<file path="src/dpps_pkg.sv">
// Package for the two-channel drive ownership logic: timing figures,
// pin vector layout and reset values.
// Assumes a single 40 MHz system clock; all channel pins are asynchronous.
package dpps_pkg;
  localparam int CLK_HZ       = 40_000_000;
  localparam int HOLD_MS      = 500;
  localparam int HOLD_CYCLES  = HOLD_MS * (CLK_HZ / 1000);
  localparam int TRIED_US     = 30;
  localparam int TRIED_CYCLES = TRIED_US * (CLK_HZ / 1_000_000);

  localparam int BUS_W     = 10;
  localparam int FORCE_BIT = 9;
  localparam int ADDR_W    = 3;

  // Per channel pin slice: bus, then control select tag, then unit select tag
  localparam int POS_CTL  = BUS_W;
  localparam int POS_UNIT = BUS_W + 1;
  localparam int CH_IN_W  = BUS_W + 2;
  localparam int POS_LOCK = 2 * CH_IN_W;
  localparam int POS_HOLD = POS_LOCK + 2;
  localparam int POS_ADDR = POS_HOLD + 1;
  localparam int SYNC_W   = POS_ADDR + ADDR_W;

  localparam logic RST_FLAG       = 1'h0;
  localparam logic RST_SEEK_END_N = 1'h1;
  localparam logic RST_PHASE      = 1'h0;
endpackage

</file>
<file path="src/dpps_timer.sv">
// One-shot interval counter: a start pulse arms it for COUNT cycles.
// Assumes start is a one-cycle pulse on SYS_CLK; a new start re-arms it.
`timescale 1ns/1ps
module dpps_timer #(
  parameter int COUNT = 16,
  parameter int W     = (COUNT > 1) ? $clog2(COUNT) : 1
) (
  input  wire logic sys_clk,
  input  wire logic rst,
  input  wire logic start,
  output logic      active,
  output logic      done
);
  typedef struct packed {
    logic [W-1:0] cnt;
    logic         active;
    logic         done;
  } dpps_tmr_t;

  dpps_tmr_t r;
  dpps_tmr_t n;

  always_comb begin
    n      = r;
    n.done = 1'h0;
    if (start) begin
      n.cnt    = W'(COUNT - 1);
      n.active = 1'h1;
    end else if (r.active) begin
      if (r.cnt == '0) begin
        n.active = 1'h0;
        n.done   = 1'h1;
      end else begin
        n.cnt = r.cnt - W'(1);
      end
    end
  end

  always_ff @(posedge sys_clk) begin
    if (rst) begin
      r <= '0;
    end else begin
      r <= n;
    end
  end

  assign active = r.active;
  assign done   = r.done;
endmodule

</file>
<file path="src/dpps_select.sv">
// Two-channel ownership logic for a shared drive: select, reserve,
// forced takeover, release, hold timeout, busy answer and retry notice.
// Assumes two independent controllers drive the channel pins asynchronously.
//
// Behaviour
// - Unit select tag with matching address and bus bit 9 is the forcing select command.
// - A drive held by one channel can still be seized by the other through that command.
// - A forced select disables the owner's channel and selects and reserves for the issuer.
// - Disabling a channel clears its selected and reserved flags and sets the issuer's.
// - A disabled channel stays locked out until the other channel clears its flag.
// - A channel whose lockout switch is set behaves as a disabled channel, but its disabled output stays low.
// - Control select tag with bus bit 9 from the owner clears its reservation and lockout.
// - Timed hold drops the reservation 500 ms after deselect; absolute hold keeps it.
// - A refused attempt sets no selected or reserved flag and answers unit selected together with busy.
// - A refused channel is flagged and, once the drive is free, gets seek end low for 30 us.
`timescale 1ns/1ps
module dpps_select
  import dpps_pkg::*;
#(
  parameter int HOLD_COUNT  = HOLD_CYCLES,
  parameter int TRIED_COUNT = TRIED_CYCLES
) (
  input  wire logic              SYS_CLK,
  input  wire logic              RST,
  input  wire logic              CH1_UNIT_TAG,
  input  wire logic              CH1_CTL_TAG,
  input  wire logic [BUS_W-1:0]  CH1_BUS,
  input  wire logic              CH2_UNIT_TAG,
  input  wire logic              CH2_CTL_TAG,
  input  wire logic [BUS_W-1:0]  CH2_BUS,
  input  wire logic [ADDR_W-1:0] LOGICAL_ADDR,
  input  wire logic              CHANNEL_ONE_LOCKOUT_POSITION,
  input  wire logic              CHANNEL_TWO_LOCKOUT_POSITION,
  input  wire logic              ABSOLUTE_HOLD_SETTING,
  output logic                   CH1_UNIT_SELECTED,
  output logic                   CH1_BUSY,
  output logic                   CH1_SEEK_END_N,
  output logic                   CH1_SELECTED,
  output logic                   CH1_RESERVED,
  output logic                   CH1_DISABLED,
  output logic                   CH2_UNIT_SELECTED,
  output logic                   CH2_BUSY,
  output logic                   CH2_SEEK_END_N,
  output logic                   CH2_SELECTED,
  output logic                   CH2_RESERVED,
  output logic                   CH2_DISABLED
);
  typedef struct packed {
    logic [SYNC_W-1:0] s1;
    logic [SYNC_W-1:0] s2;
    logic              phase;
    logic [1:0]        sel;
    logic [1:0]        res;
    logic [1:0]        dis;
    logic [1:0]        tried;
    logic [1:0]        busy;
    logic [1:0]        unit_sel;
    logic [1:0]        seek_end_n;
    logic [1:0]        hold_start;
    logic [1:0]        pulse_start;
  } dpps_state_t;

  dpps_state_t r;
  dpps_state_t next_r;

  logic [SYNC_W-1:0] raw;
  logic [BUS_W-1:0]  bus_w [2];
  logic [1:0]        tag;
  logic [1:0]        ctl;
  logic [1:0]        maint;
  logic [1:0]        dis_eff;
  logic [1:0]        held_o;
  logic [1:0]        match;
  logic [1:0]        attempt;
  logic [1:0]        my_slot;
  logic [1:0]        force_ev;
  logic [1:0]        select_ev;
  logic [1:0]        refuse;
  logic [1:0]        rel_ev;
  logic [1:0]        hold_done;
  logic [1:0]        pulse_active;
  logic              abs_hold;
  logic [ADDR_W-1:0] addr;

  // Address compare shared by both channels
  function automatic logic addr_hit(input logic [BUS_W-1:0] b, input logic [ADDR_W-1:0] a);
    addr_hit = (b[ADDR_W-1:0] == a);
  endfunction

  // Every pin crosses two flops before any decode reads it
  assign raw      = {LOGICAL_ADDR, ABSOLUTE_HOLD_SETTING,
                     CHANNEL_TWO_LOCKOUT_POSITION, CHANNEL_ONE_LOCKOUT_POSITION,
                     CH2_UNIT_TAG, CH2_CTL_TAG, CH2_BUS,
                     CH1_UNIT_TAG, CH1_CTL_TAG, CH1_BUS};
  assign abs_hold = r.s2[POS_HOLD];
  assign addr     = r.s2[POS_ADDR +: ADDR_W];

  genvar g;
  generate
    for (g = 0; g < 2; g++) begin : g_ch
      assign bus_w[g]     = r.s2[g*CH_IN_W +: BUS_W];
      assign tag[g]       = r.s2[g*CH_IN_W + POS_UNIT];
      assign ctl[g]       = r.s2[g*CH_IN_W + POS_CTL];
      assign maint[g]     = r.s2[POS_LOCK + g];
      assign dis_eff[g]   = r.dis[g] | maint[g];
      assign held_o[g]    = r.sel[1-g] | r.res[1-g];
      assign match[g]     = tag[g] & addr_hit(bus_w[g], addr);
      assign attempt[g]   = match[g] & ~dis_eff[g];
      assign my_slot[g]   = (r.phase == 1'(g));
      assign force_ev[g]  = attempt[g] & bus_w[g][FORCE_BIT] & held_o[g] & my_slot[g];
      assign select_ev[g] = attempt[g] & ~held_o[g] & ~r.sel[g] & my_slot[g];
      assign refuse[g]    = attempt[g] & held_o[g] & ~bus_w[g][FORCE_BIT];
      // Only the reserving or forcing side may release
      assign rel_ev[g]    = ctl[g] & bus_w[g][FORCE_BIT] & ~dis_eff[g]
                          & (r.res[g] | r.dis[1-g]);

      dpps_timer #(.COUNT(HOLD_COUNT)) u_hold (
        .sys_clk (SYS_CLK),
        .rst     (RST),
        .start   (r.hold_start[g]),
        .active  (),
        .done    (hold_done[g])
      );

      dpps_timer #(.COUNT(TRIED_COUNT)) u_pulse (
        .sys_clk (SYS_CLK),
        .rst     (RST),
        .start   (r.pulse_start[g]),
        .active  (pulse_active[g]),
        .done    ()
      );
    end
  endgenerate

  always_comb begin
    next_r             = r;
    next_r.s1          = raw;
    next_r.s2          = r.s1;
    next_r.phase       = ~r.phase;
    next_r.hold_start  = '0;
    next_r.pulse_start = '0;
    for (int i = 0; i < 2; i++) begin
      // Deselect arms the hold timer; reselect before it ends keeps the hold
      if (r.sel[i] && !match[i]) begin
        next_r.sel[i]        = 1'h0;
        next_r.hold_start[i] = 1'h1;
      end
      if (hold_done[i] && !abs_hold && !r.sel[i]) begin
        next_r.res[i] = 1'h0;
      end
    end
    for (int i = 0; i < 2; i++) begin
      if (force_ev[i]) begin
        next_r.dis[1-i] = 1'h1;
        next_r.sel[1-i] = 1'h0;
        next_r.res[1-i] = 1'h0;
        next_r.sel[i]   = 1'h1;
        next_r.res[i]   = 1'h1;
      end else if (select_ev[i]) begin
        next_r.sel[i] = 1'h1;
        next_r.res[i] = 1'h1;
      end
    end
    for (int i = 0; i < 2; i++) begin
      // Release comes last so it wins over a takeover in the same cycle
      if (rel_ev[i]) begin
        next_r.res[i]   = 1'h0;
        next_r.dis[1-i] = 1'h0;
      end
      if (maint[i]) begin
        next_r.sel[i] = 1'h0;
        next_r.res[i] = 1'h0;
      end
      // Set and clear exclude each other, since refusal needs the drive held
      if (refuse[i] && my_slot[i]) begin
        next_r.tried[i] = 1'h1;
      end else if (r.tried[i] && !held_o[i]) begin
        next_r.tried[i]       = 1'h0;
        next_r.pulse_start[i] = 1'h1;
      end
      next_r.busy[i]       = refuse[i];
      next_r.unit_sel[i]   = next_r.sel[i] | refuse[i];
      next_r.seek_end_n[i] = ~pulse_active[i];
    end
  end

  always_ff @(posedge SYS_CLK) begin
    if (RST) begin
      r            <= '0;
      r.phase      <= RST_PHASE;
      r.sel        <= {2{RST_FLAG}};
      r.res        <= {2{RST_FLAG}};
      r.dis        <= {2{RST_FLAG}};
      r.tried      <= {2{RST_FLAG}};
      r.seek_end_n <= {2{RST_SEEK_END_N}};
    end else begin
      r <= next_r;
    end
  end

  assign CH1_UNIT_SELECTED = r.unit_sel[0];
  assign CH1_BUSY          = r.busy[0];
  assign CH1_SEEK_END_N    = r.seek_end_n[0];
  assign CH1_SELECTED      = r.sel[0];
  assign CH1_RESERVED      = r.res[0];
  assign CH1_DISABLED      = r.dis[0];
  assign CH2_UNIT_SELECTED = r.unit_sel[1];
  assign CH2_BUSY          = r.busy[1];
  assign CH2_SEEK_END_N    = r.seek_end_n[1];
  assign CH2_SELECTED      = r.sel[1];
  assign CH2_RESERVED      = r.res[1];
  assign CH2_DISABLED      = r.dis[1];

  generate
    for (g = 0; g < 2; g++) begin : g_chk

    end
  endgenerate
endmodule

</file>
<file path="config.mk">
export PLATFORM = sky130hd
export DESIGN_NAME = dpps_select
export DESIGN_NICKNAME = d
export VERILOG_FILES = /design/src/dpps_pkg.sv /design/src/dpps_timer.sv /design/src/dpps_select.sv
export SDC_FILE = /design/constraint.sdc
export NUM_CORES = 1
export LEC_CHECK = 0
export ABC_AREA = 1
export BUFFER_PORTS_ARGS = -buffer_cell sky130_fd_sc_hd__buf_2
export CORE_UTILIZATION = 45
export DETAILED_ROUTE_END_ITERATION = 10
export HOLD_SLACK_MARGIN = 0.1
export PLACE_DENSITY_LB_ADDON = 0.1
export SETUP_SLACK_MARGIN = 0.02
export SYNTH_ARGS = -nofsm -noshare
export SYNTH_HDL_FRONTEND = slang
export SYNTH_SLANG_ARGS = --single-unit
</file>
<file path="constraint.sdc">
create_clock -name SYS_CLK -period 2.9 [get_ports SYS_CLK]
set_input_delay 0.29 -clock SYS_CLK [delete_from_list [all_inputs] [get_ports SYS_CLK]]
set_output_delay 0.29 -clock SYS_CLK [all_outputs]
set_load 0.02 [all_outputs]
</file>
==> out/qor.csv, run 1 <==
metric,value,unit
Tightest Hold Check Type,input port to register,
die area,0.01577,mm^2
net count after synthesis,1077,
I/O pin total,44,
Relative slew margins,50.52,%
share of synthesized area occupied by flip-flops and latches,38.73,%
clock tree from TritonCTS,built,
Worst Max-Slew Pin Slew,0.7414,ns
hold path depth,2,
total power of the final layout,4.195,mW
Max Transition Viols Final,0,
DRC Markers,0,
effective utilization at floorplan,46.77,%
final core utilization,53.57,%
most frequently used cell type in the post-synthesis netlist,sky130_fd_sc_hd__nand2_1,
clk_skew,0.007172,ns
most common library cells after synthesis,"sky130_fd_sc_hd__nand2_1, sky130_fd_sc_hd__inv_1, sky130_fd_sc_hd__nor2_1",
Yosys top cell by area,sky130_fd_sc_hd__dfxtp_1,
mapped cell area,0.006874,mm^2
leakage power summed over all cells,4.021,nW
number of synthesized flops with an enable pin,0,
minimum clock period,1.965,ns
maximum fanout count along the critical path,6,
number of register bits inferred by synthesis,133,
row count,44,
max-cap viol count,0,
fraction of layout instances using a drive strength above 1,11.27,%
DP Cell Count,1225,
detailed-route wire length per cell,11.32,um
maximum count of clock buffers along a single path,2,
total detailed-routing wirelength,14430,um
"Async S/R FF share, synth",0,%
later-pin clock latency in the skew report,0.42,ns
total number of vias,6051,
setup_tns,0,ns
clock slew seen by the registers of the worst setup and hold paths,0.06,ns
count of input and output buffers,31,
Peak VDD IR,402.5,uV
Critical Path Source Type,register,
category of the worst setup path capture point,register,
end of the worst register-to-register path,g_ch[1].u_hold.r[18],
net count reported at finish,1118,
average vias per placed instance,4.746,
endpoints failing setup,0,
Power per Cell Area,532.7,mW/mm^2
Worst Path Arrival,2.28,ns
count of filler cells inserted in the layout,1490,
drt initial violations,283,
Synth-to-Final Area Change,14.54,%
share of the synthesized area in the top cell type,38.73,%
maximum achievable frequency,508.8,MHz
diode count,0,
DPL Wire Length,10160,um
sinks on the clock net,133,
horizontal die dimension,125.6,um
post-synthesis average cell area,6.629,um^2
Overall Global Routing Usage,19.91,%
number of H-tree branching levels,4,
yosys synthesis warning count,0,
source of the worst hold timing path,RST,
total clock buffers created by CTS,17,
final-report hold violation count,0,
fin crit share,67.77,%
prevailing post-synth register cell,sky130_fd_sc_hd__dfxtp_1,
number of detailed-route iterations in the first pass,4,
final RePlAce weighted congestion,0.8782,
number of nets still failing antenna checks after routing,0,
overall die height,125.6,um
pin count of the biggest net entering global routing,47,
Root Buffer Master,sky130_fd_sc_hd__clkbuf_16,
number of antenna violations at the first check in global routing,0,
placeable core region,0.01470,mm^2
WS Path Type,register to register,
final non-filler cell total,1275,
unrepaired setup endpoints after global routing,false,
total global routing overflow,0,
first-pass GRT wire length,25790,um
hold-critical path endpoint,g_ch[1].u_pulse.r[2],
required time of the critical path,3.22,ns
register-to-register setup slack,0.93,ns
Yosys cell types,37,
run status,"complete, no violations",
main area contributors after synthesis,"sky130_fd_sc_hd__dfxtp_1, sky130_fd_sc_hd__nand2_1, sky130_fd_sc_hd__inv_1, sky130_fd_sc_hd__nor2_1, sky130_fd_sc_hd__nand3_1",
number of cells on the worst reg-to-reg path,11,
number of instances in the synthesized netlist,1037,
number of global-route vias before repair,5616,
startpoint of the worst register-to-register path,g_ch[1].u_hold.r[2],
==> what timing repair did <==
action | in CTS | in global routing
hold buffers | 18 | 0
buffers inserted | 0 | 0
hold endpoints to repair | 18 | 0
resized for setup | 0 | 0
==> state kept, by name, indices dropped and copies added, names as in the netlist, 2 cells and up <==
| register | cells |
|---|---|
| addr | 3 |
| bus_w | 8 |
| ctl | 2 |
| g_ch.u_hold.active | 2 |
| g_ch.u_hold.done | 2 |
| g_ch.u_hold.r | 50 |
| g_ch.u_pulse.active | 2 |
| g_ch.u_pulse.r | 22 |
| maint | 2 |
| next_r | 18 |
| r | 8 |
==> kinds of logic after synthesis <==
family                   count (synthesis)  share of synthesized area [%]
adder cells (fa/ha/maj)                  8                          1.456
AO/OA/AOI/OAI                           72                          5.697
AND/OR/NAND/NOR                        580                          37.82
buffers and inverters                  214                          12.47
flip-flops                             133                          38.73
XOR/XNOR                                30                          3.822
==> metrics by stage <==
stage / hold WS [ns] / cell area, um^2 / worst slack, ns
after floorplan: 0.3883 / 6874 / 1.337
after global placement: 0.3934 / 7119 / 0.9801
after detailed placement: 0.3920 / 7119 / 0.9434
after CTS: 0.2081 / 7874 / 0.9195
after global routing: 0.2457 / 7874 / 0.7168
final: 0.2175 / 7874 / 0.9347
==> worst max-delay path by stage <==
| stage | from | end | slack (ns) | cells past startpoint |
|---|---|---|---|---|
| detailed placement | g_ch[1].u_hold.r[2] | g_ch[1].u_hold.r[18] | 0.94 | 11 |
| global route | g_ch[0].u_hold.r[2] | g_ch[0].u_hold.r[2] | 0.72 | 11 |
| floorplan | g_ch[1].u_hold.r[2] | g_ch[1].u_hold.r[18] | 1.34 | 11 |
| CTS | g_ch[1].u_hold.r[2] | g_ch[1].u_hold.r[18] | 0.92 | 11 |
| global placement | g_ch[1].u_hold.r[2] | g_ch[1].u_hold.r[18] | 0.98 | 11 |
| finish | g_ch[1].u_hold.r[2] | g_ch[1].u_hold.r[18] | 0.93 | 11 |
==> layer usage <==
metal	global-route usage [%]	vias to the layer above	routed length, um
met5	0	-	0
met4	7.030	0	204
met3	4.322	17	445
met2	31.34	72	6310
met1	26.81	2632	7471
li1	-	3330	-
==> cell usage in the layout, fill, tap and decap left out, drive strengths merged, types with 18 or more instances in the layout <==
cell type    netlist  final
nand2            242    242
nor2             167    167
o21ai             19     19
nand3            107    107
inv              182    191
dfxtp            133    133
a21oi             39     39
clkbuf             9     18
dlygate4sd3        0     18
nand4             42     42
buf               22     35
==> final cells by class <==
cell class	count	area [um^2]	area share (%)
Clock buffer	18	439.2	5.578
Clock inverter	14	135.1	1.716
Inverter	183	686.9	8.724
Multi-Input combinational cell	690	3354	42.60
Sequential cell	133	2663	33.82
Tap cell	184	230.2	2.924
Timing Repair Buffer	53	365.4	4.640
==> report_power, final <==
group	total (mW)	leakage, nW	switching [mW]	internal, mW
Clock	2.07	0.283	0.912	1.16
Combinational	0.251	2.66	0.154	0.0970
Sequential	1.87	1.08	0.0154	1.86
==> worst max-delay path: stages, from the launching register on <==
cell,delay (ns)
sky130_fd_sc_hd__dfxtp_1,0.31
sky130_fd_sc_hd__inv_1,0.18
sky130_fd_sc_hd__ha_1,0.27
sky130_fd_sc_hd__inv_1,0.05
sky130_fd_sc_hd__nor2_1,0.28
sky130_fd_sc_hd__nand2_1,0.20
sky130_fd_sc_hd__nor2_1,0.24
sky130_fd_sc_hd__nand3_1,0.10
sky130_fd_sc_hd__nand2_1,0.06
sky130_fd_sc_hd__nand3_1,0.06
sky130_fd_sc_hd__nand2_1,0.08
sky130_fd_sc_hd__inv_1,0.03
(Power assumes the default switching activity.)
==> run 2, diff against run 1 <==
clock period = 1.6 ns   (was 2.9 ns; I/O delays follow)
==> out/qor.csv, run 2 (synthesized netlist as in run 1, its figures left out) <==
metric,value,unit
Worst Path Arrival,1.87,ns
max-cap viol count,0,
cell mode on critical path,sky130_fd_sc_hd__nand2_1,
Internal Dissipation,5.783,mW
run status,"complete, no violations",
total clock buffers created by CTS,17,
row count,44,
Power per Cell Area,871.5,mW/mm^2
horizontal die dimension,125.6,um
required time of the critical path,1.92,ns
fraction of layout instances using a drive strength above 1,22.44,%
clock tree from TritonCTS,built,
Root Buffer Master,sky130_fd_sc_hd__clkbuf_16,
fraction of power consumed by the clock network,48.8,%
net count reported at finish,1200,
number of cells on the worst reg-to-reg path,9,
total detailed-routing wirelength,16020,um
portion of total power attributed to combinational logic,7.3,%
count of input and output buffers,31,
I/O pin total,44,
Psw,1.935,mW
number of detailed-route iterations in the first pass,5,
leakage power summed over all cells,4.512,nW
multi-input gate area in the final layout,0.003606,mm^2
Synth-to-Final Area Change,28.83,%
startpoint of the worst register-to-register path,g_ch[0].u_hold.r[4],
highest-count cells in the layout ignoring fill and taps,"sky130_fd_sc_hd__nand2_1, sky130_fd_sc_hd__inv_1, sky130_fd_sc_hd__nor2_1",
Critical Path Source Type,register,
Max Transition Viols Final,0,
Relative slew margins,64.54,%
effective utilization at floorplan,46.77,%
"slowest stage cell, crit path",sky130_fd_sc_hd__dfxtp_1,
number of global-route vias before repair,5904,
final-report hold violation count,0,
unrepaired setup endpoints after global routing,true,
register cell area after layout,0.002678,mm^2
WS Path Type,register to register,
clk_skew,0.005153,ns
maximum achievable frequency,644.2,MHz
end of the worst register-to-register path,g_ch[0].u_hold.r[15],
number of H-tree branching levels,4,
hold path depth,2,
die area,0.01577,mm^2
endpoints failing setup,0,
Overall Global Routing Usage,20.86,%
diode count,0,
DPL Wire Length,11130,um
Peak VDD IR,840.8,uV
sinks on the clock net,133,
maximum count of clock buffers along a single path,2,
final RePlAce weighted congestion,0.8859,
switching fraction of total power,25.07,%
drt initial violations,354,
Tightest Hold Check Type,register to register,
maximum fanout count along the critical path,5,
delay of the slowest cell on the worst path,0.35,ns
clock slew seen by the registers of the worst setup and hold paths,0.06,ns
Largest register FFs,50,
average vias per placed instance,4.760,
number of antenna violations at the first check in global routing,0,
crit path cell chain,nor2_1 > nand2_1 > nor2_2 > and2_1 > nand3_1 > nand2_1 > nand3_1 > nand2_1 > inv_1,
register-to-register setup slack,0.05,ns
number of nets still failing antenna checks after routing,0,
placeable core region,0.01470,mm^2
hold-critical path endpoint,maint[0],
later-pin clock latency in the skew report,0.42,ns
overall die height,125.6,um
sequential power share,43.9,%
source of the worst hold timing path,next_r[43],
Worst Max-Slew Pin Slew,0.5312,ns
category of the worst setup path capture point,register,
Largest Register,g_ch.u_hold.r,
pre-CTS setup slack,-0.01373,ns
total global routing overflow,0,
total number of vias,6455,
fin crit share,97.03,%
pin count of the biggest net entering global routing,41,
detailed-route wire length per cell,11.82,um
setup_tns,0,ns
minimum clock period,1.552,ns
most frequent standard cell in the layout excluding fill and tap cells,sky130_fd_sc_hd__nand2_1,
first-pass GRT wire length,26860,um
final worst setup slack,0.04759,ns
count of filler cells inserted in the layout,1356,
DRC Markers,0,
run 2: cell count changes in the layout (fill, tap and decap cells not counted), moves of 7 or more:
cell / before / now
sky130_fd_sc_hd__nor2_2: 10 / 25
sky130_fd_sc_hd__nand2_1: 226 / 219
sky130_fd_sc_hd__nor2_4: 5 / 12
sky130_fd_sc_hd__dfxtp_1: 133 / 123
sky130_fd_sc_hd__dfxtp_2: 0 / 9
sky130_fd_sc_hd__inv_1: 165 / 158
sky130_fd_sc_hd__buf_4: 4 / 71
sky130_fd_sc_hd__nor2_1: 152 / 130
run 2: final cells by class:
| cell class | count | area share (%) |
|---|---|---|
| timing repair buffer | 133 | 12.14 |
| clock inverter | 14 | 1.611 |
| multi-input combinational | 692 | 40.72 |
| tap | 184 | 2.600 |
| inverter | 183 | 7.898 |
| clock buffer | 17 | 4.804 |
| sequential | 133 | 30.23 |
run 2: worst max path at each step:
stage | start | endpoint | slack [ns] | cells after the start
after floorplan | g_ch[1].u_hold.r[2] | g_ch[1].u_hold.r[18] | 0.04 | 11
after global placement | g_ch[0].u_hold.r[2] | g_ch[0].u_hold.r[2] | 0.03 | 11
after detailed placement | g_ch[0].u_hold.r[2] | g_ch[0].u_hold.r[25] | -0.01 | 11
final | g_ch[0].u_hold.r[4] | g_ch[0].u_hold.r[15] | 0.05 | 9
after global routing | g_ch[0].u_hold.r[4] | g_ch[0].u_hold.r[15] | -0.04 | 9
after CTS | g_ch[1].u_hold.r[2] | g_ch[1].u_hold.r[14] | 0.03 | 11
run 2: routing by layer:
| layer | vias to the layer above | track usage (%) | wire length, um | part of all wire [%] |
|---|---|---|---|---|
| met1 | 2859 | 28.37 | 8014 | 50 |
| met3 | 15 | 5.477 | 534 | 3.3 |
| li1 | 3488 | - | - | - |
| met4 | 0 | 6.026 | 195 | 1.2 |
| met2 | 93 | 32.42 | 7277 | 45 |
| met5 | - | 0 | 0 | 0 |
run 2: power by group through the flow:
stage	combinational [mW]	sequential (mW)	clock, mW
2_1_floorplan	0.329	3.46	0
3_3_place_gp	0.477	3.46	0
3_5_place_dp	0.481	3.46	0
4_1_cts	0.520	3.39	3.85
5_1_grt	0.632	3.39	4.00
6_report	0.561	3.39	3.77
run 2: through the flow:
stage | hold slack (ns) | total power, mW | cells | area (um^2) | util, %
2_1_floorplan | 0.2670 | 3.791 | 1037 | 6874 | -
5_1_grt | 0.4209 | 8.022 | 1356 | 8856 | 60.25
6_report | 0.4013 | 7.718 | 1356 | 8856 | 60.25
3_3_place_gp | 0.3587 | 3.941 | 1291 | 7665 | 52.14
3_5_place_dp | 0.3657 | 3.945 | 1291 | 7665 | 52.14
4_1_cts | 0.4017 | 7.760 | 1341 | 8434 | 57.38
run 2: critical path: cells and delay by family, from the launching register on:
kind | cells | cell delay (ns)
buffers and inverters | 1 | 0.03
and+or+nand+nor | 8 | 1.07
DFF | 1 | 0.35
run 2: what timing repair did:
item | 4_1_cts | 5_1_grt
gates cloned | 0 | 3
setup endpoints to repair | 12 | 65
endpoints found under the hold margin | 21 | 0
gates resized for setup | 2 | 89
buffers inserted | 0 | 12
pin swaps | 0 | 27
hold buffers | 19 | 0
==> run 3, diff against run 2 <==
BUFFER_PORTS_ARGS = default   (was -buffer_cell sky130_fd_sc_hd__buf_2)
DONT_BUFFER_PORTS = 1   (was default)
==> out/qor.csv, run 3 (synthesized netlist as in run 1, its figures left out) <==
metric,value,unit
Power per Cell Area,885.8,mW/mm^2
Psw,2.054,mW
net count reported at finish,1178,
unrepaired setup endpoints after global routing,true,
fraction of layout instances using a drive strength above 1,20.50,%
clk_skew,0.008539,ns
clock tree from TritonCTS,built,
leakage power summed over all cells,4.417,nW
count of input and output buffers,0,
Peak VDD IR,854.8,uV
total clock buffers created by CTS,17,
highest-count cells in the layout ignoring fill and taps,"sky130_fd_sc_hd__nand2_1, sky130_fd_sc_hd__inv_1, sky130_fd_sc_hd__dfxtp_1, sky130_fd_sc_hd__nor2_1, sky130_fd_sc_hd__nand3_1",
sequential power share,44.1,%
die area,0.01577,mm^2
fin crit share,97.16,%
total number of vias,6534,
number of nets still failing antenna checks after routing,0,
I/O pin total,44,
Critical Path Source Type,register,
category of the worst setup path capture point,register,
run status,"complete, no violations",
final non-filler cell total,1335,
overall die height,125.6,um
count of filler cells inserted in the layout,1394,
total detailed-routing wirelength,16710,um
maximum count of clock buffers along a single path,2,
multi-input gate area in the final layout,0.003586,mm^2
DRC Markers,0,
Internal Dissipation,5.638,mW
crit path cell chain,nor2_1 > nand2_1 > inv_2 > nand2_4 > nor2_4 > nand2_4 > buf_6 > nand4_1 > nand3_1 > nand2_1 > inv_1,
"slowest stage cell, crit path",sky130_fd_sc_hd__dfxtp_1,
detailed-route wire length per cell,12.52,um
number of H-tree branching levels,4,
WS Path Type,register to register,
"Design Area, Final",0.008683,mm^2
Root Buffer Master,sky130_fd_sc_hd__clkbuf_16,
endpoints failing setup,0,
setup_tns,0,ns
row count,44,
DPL Wire Length,11130,um
most frequent standard cell in the layout excluding fill and tap cells,sky130_fd_sc_hd__nand2_1,
delay of the slowest cell on the worst path,0.34,ns
placeable core region,0.01470,mm^2
average vias per placed instance,4.894,
maximum fanout count along the critical path,8,
Tightest Hold Check Type,input port to register,
Max Transition Viols Final,0,
Largest Register,g_ch.u_hold.r,
diode count,0,
horizontal die dimension,125.6,um
minimum clock period,1.555,ns
Largest register FFs,50,
max-cap viol count,0,
final-report hold violation count,0,
DP Cell Count,1269,
pin count of the biggest net entering global routing,57,
Top Family by Delay on Critical Path,simple AND/OR/NAND/NOR gates,
drt initial violations,404,
Overall Global Routing Usage,22.01,%
final RePlAce weighted congestion,0.8587,
Synth-to-Final Area Change,26.32,%
total global routing overflow,0,
Worst Path Arrival,1.89,ns
portion of total power attributed to combinational logic,6.9,%
first-pass GRT wire length,27840,um
later-pin clock latency in the skew report,0.44,ns
maximum achievable frequency,643.2,MHz
Relative slew margins,62.57,%
number of antenna violations at the first check in global routing,0,
Placed Instance Area,0.007552,mm^2
Worst Max-Slew Pin Slew,0.5606,ns
effective utilization at floorplan,46.77,%
number of detailed-route iterations in the first pass,5,
number of global-route vias before repair,6009,
required time of the critical path,1.93,ns
register cell area after layout,0.002670,mm^2
sinks on the clock net,133,
clock slew seen by the registers of the worst setup and hold paths,0.06,ns
total power of the final layout,7.692,mW
count of buffer and inverter cells on the critical path,3,
fraction of power consumed by the clock network,49.1,%
switching fraction of total power,26.70,%
==> run 3: area by class of cell <==
cell class,instances,share of cell area (%)
multi-input cells,691,41.30
clock buffers,18,4.942
inverters,183,7.968
clock inverters,14,1.585
flip-flops and latches,133,30.75
repair buffers,112,10.81
well taps,184,2.651
==> run 3: worst min-delay path: cells and delay by family <==
family | cells | cell delay, ns
buffers and inverters | 1 | 0.31
AOI/OAI and AO/OA | 1 | 0.06
and+or+nand+nor | 1 | 0.02
==> run 3: path summary, 6_finish.rpt <==
check,from,slack (ns),end,cells after the start
hold / removal,RST,0.18,g_ch[0].u_hold.r[21],3
setup / recovery,g_ch[1].u_hold.r[13],0.05,g_ch[1].u_hold.r[13],11
setup reg to reg,g_ch[1].u_hold.r[13],0.05,g_ch[1].u_hold.r[13],11
hold reg to reg,next_r[46],0.40,addr[0],2
==> run 3: per-layer routing <==
| metal | part of all wire [%] | global-route usage [%] |
|---|---|---|
| met3 | 4.4 | 5.135 |
| met1 | 46 | 27.53 |
| met4 | 1.5 | 8.393 |
| met5 | 0 | 0 |
| met2 | 48 | 36.67 |
==> run 3: power by group through the flow <==
stage	clock (mW)	combinational [mW]	sequential, mW
finish	3.77	0.527	3.39
global route	4.02	0.591	3.39
CTS	3.84	0.500	3.39
detailed placement	0	0.427	3.46
global placement	0	0.423	3.46
floorplan	0	0.329	3.46
==> run 3: per-stage QoR <==
step | worst slack (ns) | hold WS [ns] | utilization [%]
finish | 0.04537 | 0.1758 | 59.07
global route | -0.06955 | 0.1926 | 59.07
CTS | 0.02840 | 0.1835 | 56.85
detailed placement | -0.06152 | 0.2366 | 51.38
global placement | -0.03476 | 0.2336 | 51.38
floorplan | 0.03702 | 0.2670 | -
==> run 3: repair_timing <==
item	in CTS	in global routing
buffers inserted	1	12
cloned	0	1
pin swaps	0	16
hold buffers	20	0
setup endpoints to repair	25	71
hold endpoints to repair	74	0
gates resized for setup	4	71
